**config.mk**
```make
export PLATFORM = sky130hd
export DESIGN_NAME = dsa_core
export DESIGN_NICKNAME = d
export VERILOG_FILES = /design/src/rtl/dsa_pkg.sv /design/src/rtl/dsa_core.sv
export SDC_FILE = /design/constraint.sdc
export NUM_CORES = 1
export LEC_CHECK = 0
export ABC_AREA = 1
export BUFFER_PORTS_ARGS = -buffer_cell sky130_fd_sc_hd__buf_2
export CORE_MARGIN = 2
export CORE_UTILIZATION = 50
export CTS_BUF_LIST = sky130_fd_sc_hd__clkbuf_4 sky130_fd_sc_hd__clkbuf_8
export DETAILED_ROUTE_END_ITERATION = 12
export PLACE_DENSITY = 0.68
export SLEW_MARGIN = 30
export SYNTH_ARGS = -nofsm -noshare
export SYNTH_HDL_FRONTEND = slang
export SYNTH_SLANG_ARGS = --single-unit
```
**constraint.sdc**
```tcl
create_clock -name clk_sys -period 5.3 [get_ports clk_sys]
set_input_delay 1.06 -clock clk_sys [delete_from_list [all_inputs] [get_ports clk_sys]]
set_output_delay 1.06 -clock clk_sys [all_outputs]
set_load 0.005 [all_outputs]
```
**src/rtl/dsa_pkg.sv**
```systemverilog
// Contract
// - phases auto-zero, integrate, deintegrate repeat forever
// - oscillator divided by four advances counters
// - auto-zero lasts 1000 to 3000 counts
// - signal integrate lasts exactly 1000 counts
// - deintegrate until comparator zero, 0-2000 counts
// - whole cycle always totals 4000 counts
// - unused deintegrate time extends next auto-zero
// - auto-zero opens inputs, shorts nodes, closes loop
// - leaving auto-zero connects differential inputs
// - polarity latched at end of integrate
// - reference polarity from sign drives toward zero
// - displayed magnitude equals deintegrate count
// - backplane square wave at oscillator over 800
// - segment in phase off, antiphase on
// - minus segment on for negative input
// - lamp test forces all segments on
// - full scale input reads 1999
package dsa_pkg;

  localparam int          OSC_DIV      = 4;
  localparam int          SI_COUNTS    = 1000;
  localparam int          RI_MAX       = 2000;
  localparam int          AZ_MIN       = 1000;
  localparam int          AZ_MAX       = 3000;
  localparam int          CYCLE_COUNTS = 4000;
  localparam int          DISP_MAX     = 1999;
  localparam int          BP_DIV       = 800;
  localparam int          BP_HALF      = BP_DIV / 2;
  localparam int          SEG_N        = 24;
  localparam logic [11:0] TOT_RESET    = 12'(CYCLE_COUNTS - AZ_MIN);
  localparam logic [12:0] BCD_MAX      = 13'h1999;

  typedef enum logic [1:0] {
    DSA_AZ,
    DSA_SI,
    DSA_RI
  } dsa_phase_t;

  // seven-segment pattern {g,f,e,d,c,b,a}
  function automatic logic [6:0] dsa_seg7(input logic [3:0] d);
    logic [6:0] s;
    s = 7'h00;
    case (d)
      4'h0:    s = 7'h3f;
      4'h1:    s = 7'h06;
      4'h2:    s = 7'h5b;
      4'h3:    s = 7'h4f;
      4'h4:    s = 7'h66;
      4'h5:    s = 7'h6d;
      4'h6:    s = 7'h7d;
      4'h7:    s = 7'h07;
      4'h8:    s = 7'h7f;
      4'h9:    s = 7'h6f;
      default: s = 7'h00;
    endcase
    return s;
  endfunction : dsa_seg7

endpackage : dsa_pkg

```
**src/rtl/dsa_core.sv**
```systemverilog
`timescale 1ns/1ps
module dsa_core
  import dsa_pkg::*;
(
  // clock and reset
  input  wire logic             clk_sys,
  input  wire logic             rst_n,
  // analog front end
  input  wire logic             comp_pos,
  output logic                  az_loop,
  output logic                  in_conn,
  output logic                  lo_common,
  output logic                  ref_pos,
  output logic                  ref_neg,
  // display
  input  wire logic             lamp_test,
  output logic                  backplane,
  output logic [SEG_N-1:0]      seg
);

  // ---------------------------------------------------------------
  // input synchronisers
  // ---------------------------------------------------------------
  logic       comp_s1_r, comp_s2_r;
  logic       lt_s1_r, lt_s2_r;

  always_ff @(posedge clk_sys or negedge rst_n) begin
    if (!rst_n) begin
      comp_s1_r <= 1'b0;
      comp_s2_r <= 1'b0;
      lt_s1_r   <= 1'b0;
      lt_s2_r   <= 1'b0;
    end else begin
      comp_s1_r <= comp_pos;
      comp_s2_r <= comp_s1_r;
      lt_s1_r   <= lamp_test;
      lt_s2_r   <= lt_s1_r;
    end
  end

  // ---------------------------------------------------------------
  // count clock and measurement sequence
  // ---------------------------------------------------------------
  dsa_phase_t  ph_r, ph_nxt;
  logic [1:0]  div_r, div_nxt;
  logic        tick;
  logic [11:0] tot_r, tot_nxt;
  logic [11:0] ph_cnt_r, ph_cnt_nxt;
  logic [12:0] bcd_r, bcd_nxt;
  logic [12:0] disp_r, disp_nxt;
  logic        neg_r, neg_nxt;
  logic        disp_neg_r, disp_neg_nxt;
  logic        ri_done;

  function automatic logic [12:0] bcd_inc(input logic [12:0] v);
    logic [12:0] r;
    r = v;
    if (v[3:0] != 4'h9) begin
      r[3:0] = v[3:0] + 4'h1;
    end else begin
      r[3:0] = 4'h0;
      if (v[7:4] != 4'h9) begin
        r[7:4] = v[7:4] + 4'h1;
      end else begin
        r[7:4] = 4'h0;
        if (v[11:8] != 4'h9) begin
          r[11:8] = v[11:8] + 4'h1;
        end else begin
          r[11:8] = 4'h0;
          r[12]   = 1'b1;
        end
      end
    end
    return r;
  endfunction : bcd_inc

  assign tick    = (div_r == 2'(OSC_DIV - 1));
  assign ri_done = (comp_s2_r == neg_r) || (tot_r == 12'(SI_COUNTS + RI_MAX - 1));

  always_comb begin
    div_nxt      = div_r + 2'h1;
    ph_nxt       = ph_r;
    tot_nxt      = tot_r;
    ph_cnt_nxt   = ph_cnt_r;
    bcd_nxt      = bcd_r;
    disp_nxt     = disp_r;
    neg_nxt      = neg_r;
    disp_neg_nxt = disp_neg_r;
    if (tick) begin
      tot_nxt    = tot_r + 12'h001;
      ph_cnt_nxt = ph_cnt_r + 12'h001;
      case (ph_r)
        DSA_AZ: begin
          // auto-zero absorbs whatever the deintegrate left unused
          if (tot_r == 12'(CYCLE_COUNTS - 1)) begin
            ph_nxt     = DSA_SI;
            tot_nxt    = 12'h000;
            ph_cnt_nxt = 12'h000;
          end
        end
        DSA_SI: begin
          if (tot_r == 12'(SI_COUNTS - 1)) begin
            ph_nxt     = DSA_RI;
            ph_cnt_nxt = 12'h000;
            neg_nxt    = ~comp_s2_r;
            bcd_nxt    = 13'h0000;
          end
        end
        DSA_RI: begin
          if (ri_done) begin
            ph_nxt       = DSA_AZ;
            ph_cnt_nxt   = 12'h000;
            disp_nxt     = bcd_r;
            disp_neg_nxt = neg_r;
          end else if (bcd_r != BCD_MAX) begin
            bcd_nxt = bcd_inc(bcd_r);
          end
        end
        default: begin
          ph_nxt     = DSA_AZ;
          ph_cnt_nxt = 12'h000;
        end
      endcase
    end
  end

  always_ff @(posedge clk_sys or negedge rst_n) begin
    if (!rst_n) begin
      ph_r       <= DSA_AZ;
      div_r      <= 2'h0;
      tot_r      <= TOT_RESET;
      ph_cnt_r   <= 12'h000;
      bcd_r      <= 13'h0000;
      disp_r     <= 13'h0000;
      neg_r      <= 1'b0;
      disp_neg_r <= 1'b0;
    end else begin
      ph_r       <= ph_nxt;
      div_r      <= div_nxt;
      tot_r      <= tot_nxt;
      ph_cnt_r   <= ph_cnt_nxt;
      bcd_r      <= bcd_nxt;
      disp_r     <= disp_nxt;
      neg_r      <= neg_nxt;
      disp_neg_r <= disp_neg_nxt;
    end
  end

  // ---------------------------------------------------------------
  // analog switch controls
  // ---------------------------------------------------------------
  logic az_loop_r, in_conn_r, lo_common_r, ref_pos_r, ref_neg_r;
  logic az_loop_nxt, in_conn_nxt, lo_common_nxt, ref_pos_nxt, ref_neg_nxt;

  always_comb begin
    az_loop_nxt   = (ph_nxt == DSA_AZ);
    in_conn_nxt   = (ph_nxt == DSA_SI);
    lo_common_nxt = (ph_nxt != DSA_SI);
    ref_pos_nxt   = (ph_nxt == DSA_RI) && neg_nxt;
    ref_neg_nxt   = (ph_nxt == DSA_RI) && !neg_nxt;
  end

  always_ff @(posedge clk_sys or negedge rst_n) begin
    if (!rst_n) begin
      az_loop_r   <= 1'b1;
      in_conn_r   <= 1'b0;
      lo_common_r <= 1'b1;
      ref_pos_r   <= 1'b0;
      ref_neg_r   <= 1'b0;
    end else begin
      az_loop_r   <= az_loop_nxt;
      in_conn_r   <= in_conn_nxt;
      lo_common_r <= lo_common_nxt;
      ref_pos_r   <= ref_pos_nxt;
      ref_neg_r   <= ref_neg_nxt;
    end
  end

  assign az_loop   = az_loop_r;
  assign in_conn   = in_conn_r;
  assign lo_common = lo_common_r;
  assign ref_pos   = ref_pos_r;
  assign ref_neg   = ref_neg_r;

  // ---------------------------------------------------------------
  // lcd drive
  // ---------------------------------------------------------------
  logic [8:0]       bp_cnt_r, bp_cnt_nxt;
  logic             bp_r, bp_nxt;
  logic [SEG_N-1:0] seg_r, seg_nxt;
  logic [SEG_N-1:0] seg_on;

  always_comb begin
    bp_cnt_nxt = bp_cnt_r + 9'h001;
    bp_nxt     = bp_r;
    if (bp_cnt_r == 9'(BP_HALF - 1)) begin
      bp_cnt_nxt = 9'h000;
      bp_nxt     = ~bp_r;
    end
    // {sign, thousands b/c, hundreds, tens, units}
    seg_on = {disp_neg_r, {2{disp_r[12]}}, dsa_seg7(disp_r[11:8]),
              dsa_seg7(disp_r[7:4]), dsa_seg7(disp_r[3:0])};
    if (lt_s2_r) begin
      seg_on = {SEG_N{1'b1}};
    end
    seg_nxt = seg_on ^ {SEG_N{bp_nxt}};
  end

  always_ff @(posedge clk_sys or negedge rst_n) begin
    if (!rst_n) begin
      bp_cnt_r <= 9'h000;
      bp_r     <= 1'b0;
      seg_r    <= {SEG_N{1'b0}};
    end else begin
      bp_cnt_r <= bp_cnt_nxt;
      bp_r     <= bp_nxt;
      seg_r    <= seg_nxt;
    end
  end

  assign backplane = bp_r;
  assign seg       = seg_r;
endmodule : dsa_core

```
==> results list <==
- Worst path cell trace: buf_2
- Net switching fraction of the power: 0.2174
- DR vias/cell: between 4 and 5
* Highest attainable clock frequency: approximately 490 MHz
- After detailed placement, the design holds a cell count of 645.
- The total area inside the core boundary comes to between 9000 and 10000 µm².
* Clock latency on the worst-skew pair: 0.35 ns
- Hold_buf cts: 0
- The worst setup path is captured at an output pin.
* Total vias in the final route: 3247
- The worst setup path is launched from a register.
- Root buffer cell: sky130_fd_sc_hd__clkbuf_8
- Area of the die: 10100 µm²
* Number of port buffers: 33
* Post-route insts no fill: between 600 and 700
- Peak VDD IR: 0.0001323 V
* Final count of negative-setup-slack endpoints: 0
* Worst path bufs/invs: 1
- The total count of hold-check failures in the final report came to 0.
- Most area-hungry cell type in the Yosys netlist: sky130_fd_sc_hd__dfrtp_1
- Proportion of synthesized chip area in sequential cells: 0.4644
* Worst-case setup slack after placement: between 3 and 4 ns
- The initialized floorplan defines 35 standard-cell rows.
* Deepest level of the CTS H-tree: 3
- Counting every net in the synthesized netlist gives about 540.
- Setup slack of the critical path after layout: ~3.3 ns
- After clock tree synthesis, the clock-pin slew on the worst setup and hold paths is roughly 0.09 ns.
- Synth Instances: about 510
- Of the total power, the clock network draws 0.411.
- Yosys mapped the design onto 41 distinct sky130hd cell types.
- Summed over all layers, the global routing overflow is 0.
- DR DRC count: 0
- Worst relative slew slack: 0.4919
* Run status: finished, final reports clean
- During synthesis, Yosys emitted a total of 0 warnings.
* Total power consumption of the routed design: about 1.2 mW
* Final routed wirelength across all metal layers: approximately 7600 µm
* Critical Setup Path Class: register to output pin
- The cell area that synthesis handed to floorplanning was 4658 µm².
- For this design, the slowest cell found on the critical path is sky130_fd_sc_hd__dfstp_2.
- The commonest cells after synthesis are 109 x sky130_fd_sc_hd__nand2_1, 77 x sky130_fd_sc_hd__dfrtp_1, 64 x sky130_fd_sc_hd__inv_1.
- Final period util: 0.3832
- Total I/O pin count: 34
- Delay contributed by the slowest stage of the critical path: 0.53 ns
- Summed over all cells, the static leakage comes to between 2 and 2.5 nW.
* Router iterations before antenna repair: 4
* TritonCTS clock tree: done
- Detailed-route wire length per cell: 11.46 µm
- RSZ-0062 raised after global routing: false
* Height of the chip: 100.5 µm
- Fin. max-slew vios: 0
- For this design the total switching power over the nets is 0.2523 mW.
* Setup total negative slack: 0 ns
- Worst-path fanout max: 1
* Wire length of the first global-routing pass: roughly 13000 µm
- Clock tree synthesis found a total of between 80 and 90 sinks.
- The share of synthesized area in the top cell type comes to 0.4136.
- After the last flow step, the layout net total stands at 580.
* Residual antenna-violating net count after detailed routing: 0
- At the end of the flow the core is filled with cells to 0.5576.
* Main flop type after synthesis: sky130_fd_sc_hd__dfrtp_1
- Broken down by cell family, the worst path's largest delay share belongs to flip-flops.
* Post-CTS sizing: 0
- 0 antenna diodes ended up in the layout.
- The min-delay analysis places its worst path in the category register to register.
- Dividing total power by cell area gives a power density of between 200 and 250 nW/µm².
* Number of max-cap violations: 0
* Final HPWL from detailed placement: between 5000 and 6000 µm
* Fraction of layout cells with a size suffix above 1: 0.2131
* Synthesis-stage register bit count: 86
* GPL Wtd Cong: 0.8060
* Antenna violations before repair: 0
- Yosys instantiated no cell more often than sky130_fd_sc_hd__nand2_1.
- After clock tree synthesis, the setup repair step added 0 buffers.
- Share of flip-flops with an asynchronous set or reset: 1.000
* Share of power burned in combinational logic: 0.019
* Arrival time worst endpoint: approximately 0.97 ns
- Maximum number of pins on one net before global-route repair: 87
* First-iteration detailed-routing DRC count: 122
- At the pin with the least slew margin, the transition time is approximately 0.76 ns.
- The initial utilization of the core area, before any placement, comes to 0.5090.
- Cell internal power was estimated by the tool at about 0.91 mW.
- Measured along the x axis, the die boundary spans 100.5 µm.
* CTS buffer count: 9
- Final critical path time including I/O delays and setup: 2.031 ns
* Clk_skew: between 0.01 and 0.015 ns
- The area growth from synthesis to layout is 9.562%.
- In this run the mean area of a mapped cell was slightly above 9 µm².
* Critical path data required time: 4.24 ns
* Register share of total power: 0.569
* Number of enable-type register cells in the synthesized netlist: 0
- For this run, the total global-route usage over all layers was measured as 0.1652.
- Sorting the synthesized cells by area gives the leading types as sky130_fd_sc_hd__dfrtp_1 41%, sky130_fd_sc_hd__nand2_1 8.8%, sky130_fd_sc_hd__ha_1 8.3%.
- CTS Buffer Depth: 2
- The number of global-route vias before repair is about 3100.
-- power by group through the flow --
| stage | sequential, mW | clock, mW | combinational [mW] |
|---|---|---|---|
| 2_1_floorplan | 0.674 | 0 | 0.00641 |
| 3_3_place_gp | 0.673 | 0 | 0.0234 |
| 3_5_place_dp | 0.674 | 0 | 0.0241 |
| 4_1_cts | 0.661 | 0.492 | 0.0241 |
| 5_1_grt | 0.661 | 0.515 | 0.0275 |
| 6_report | 0.661 | 0.477 | 0.0225 |
-- state kept, by name, summed over array words and instances, names as in the netlist --
| signal | cells |
|---|---|
| backplane | 1 |
| ref_neg | 1 |
| div_r | 2 |
| ph_r | 2 |
| disp_r | 13 |
| ref_pos | 1 |
| comp_s1_r | 1 |
| lt_s1_r | 1 |
| tot_r | 12 |
| comp_s2_r | 1 |
| az_loop | 1 |
| disp_neg_r | 1 |
| neg_r | 1 |
| lo_common | 1 |
| seg | 23 |
| bp_cnt_r | 9 |
| bcd_r | 13 |
| in_conn | 1 |
| lt_s2_r | 1 |
-- worst paths after layout --
| kind | from | endpoint | slack (ns) | depth (start not counted) |
|---|---|---|---|---|
| max | lo_common$_DFF_PN1_ | lo_common | 3.27 | 1 |
| min | lt_s1_r$_DFF_PN0_ | lt_s2_r$_DFF_PN0_ | 0.36 | 0 |
| max reg2reg | div_r[0]$_DFF_PN0_ | tot_r[11]$_DFFE_PN1N_ | 3.31 | 9 |
| min reg2reg | lt_s1_r$_DFF_PN0_ | lt_s2_r$_DFF_PN0_ | 0.36 | 0 |
| max in group asynchronous | rst_n | tot_r[2]$_DFFE_PN0N_ | 4.02 | 1 |
| min in group asynchronous | rst_n | seg[2]$_DFF_PN0_ | 0.72 | 1 |
-- cell type report --
type                    count  area, µm²
clock buffers              11      151.4
clock inverters             4      55.05
fillers                   818       4049
inverters                  72      276.5
multi-input cells         343       2147
flip-flops and latches     86       2163
well taps                 111      138.9
repair buffers             33      171.4
-- per-layer routing --
metal  vias up  share of wire  GRT usage
li1       1667              -          -
met1      1513           0.47     0.2019
met2        57           0.48     0.2881
met3        10          0.035    0.03121
met4         0          0.018    0.06639
met5         -              0          0
-- layout by cell type (no fill, tap or decap), types with 6 or more instances in the layout --
cell type	instances
sky130_fd_sc_hd__o21ai_0	15
sky130_fd_sc_hd__nor2_1	49
sky130_fd_sc_hd__xnor2_1	13
sky130_fd_sc_hd__buf_2	32
sky130_fd_sc_hd__nand3_1	16
sky130_fd_sc_hd__nand2_1	109
sky130_fd_sc_hd__ha_1	31
sky130_fd_sc_hd__xor2_2	7
sky130_fd_sc_hd__inv_2	6
sky130_fd_sc_hd__nand4_1	15
sky130_fd_sc_hd__o21ai_2	20
sky130_fd_sc_hd__a21oi_1	17
sky130_fd_sc_hd__clkbuf_8	11
sky130_fd_sc_hd__or2_2	7
sky130_fd_sc_hd__inv_1	64
sky130_fd_sc_hd__dfrtp_1	77
sky130_fd_sc_hd__xor2_1	9
sky130_fd_sc_hd__dfstp_2	9
-- cells by family (layout without fill, tap and decap cells) --
logic type               Yosys count  in the layout  share of synthesized area
AO/OA/AOI/OAI                     61             61                    0.08568
XOR/XNOR                          29             29                    0.06581
adder cells (fa/ha/maj)           31             31                    0.08327
buffers and inverters             79            120                    0.07467
flip-flops                        86             86                     0.4644
AND/OR/NAND/NOR                  222            222                     0.2262
-- metrics by stage --
step	hold slack, ns	area, µm²
finish	0.3632	5104
global route	0.3754	5104
CTS	0.3710	5104
detailed placement	0.3441	4897
global placement	0.3330	4893
floorplan	0.3312	4658
(Power assumes the default switching activity.)
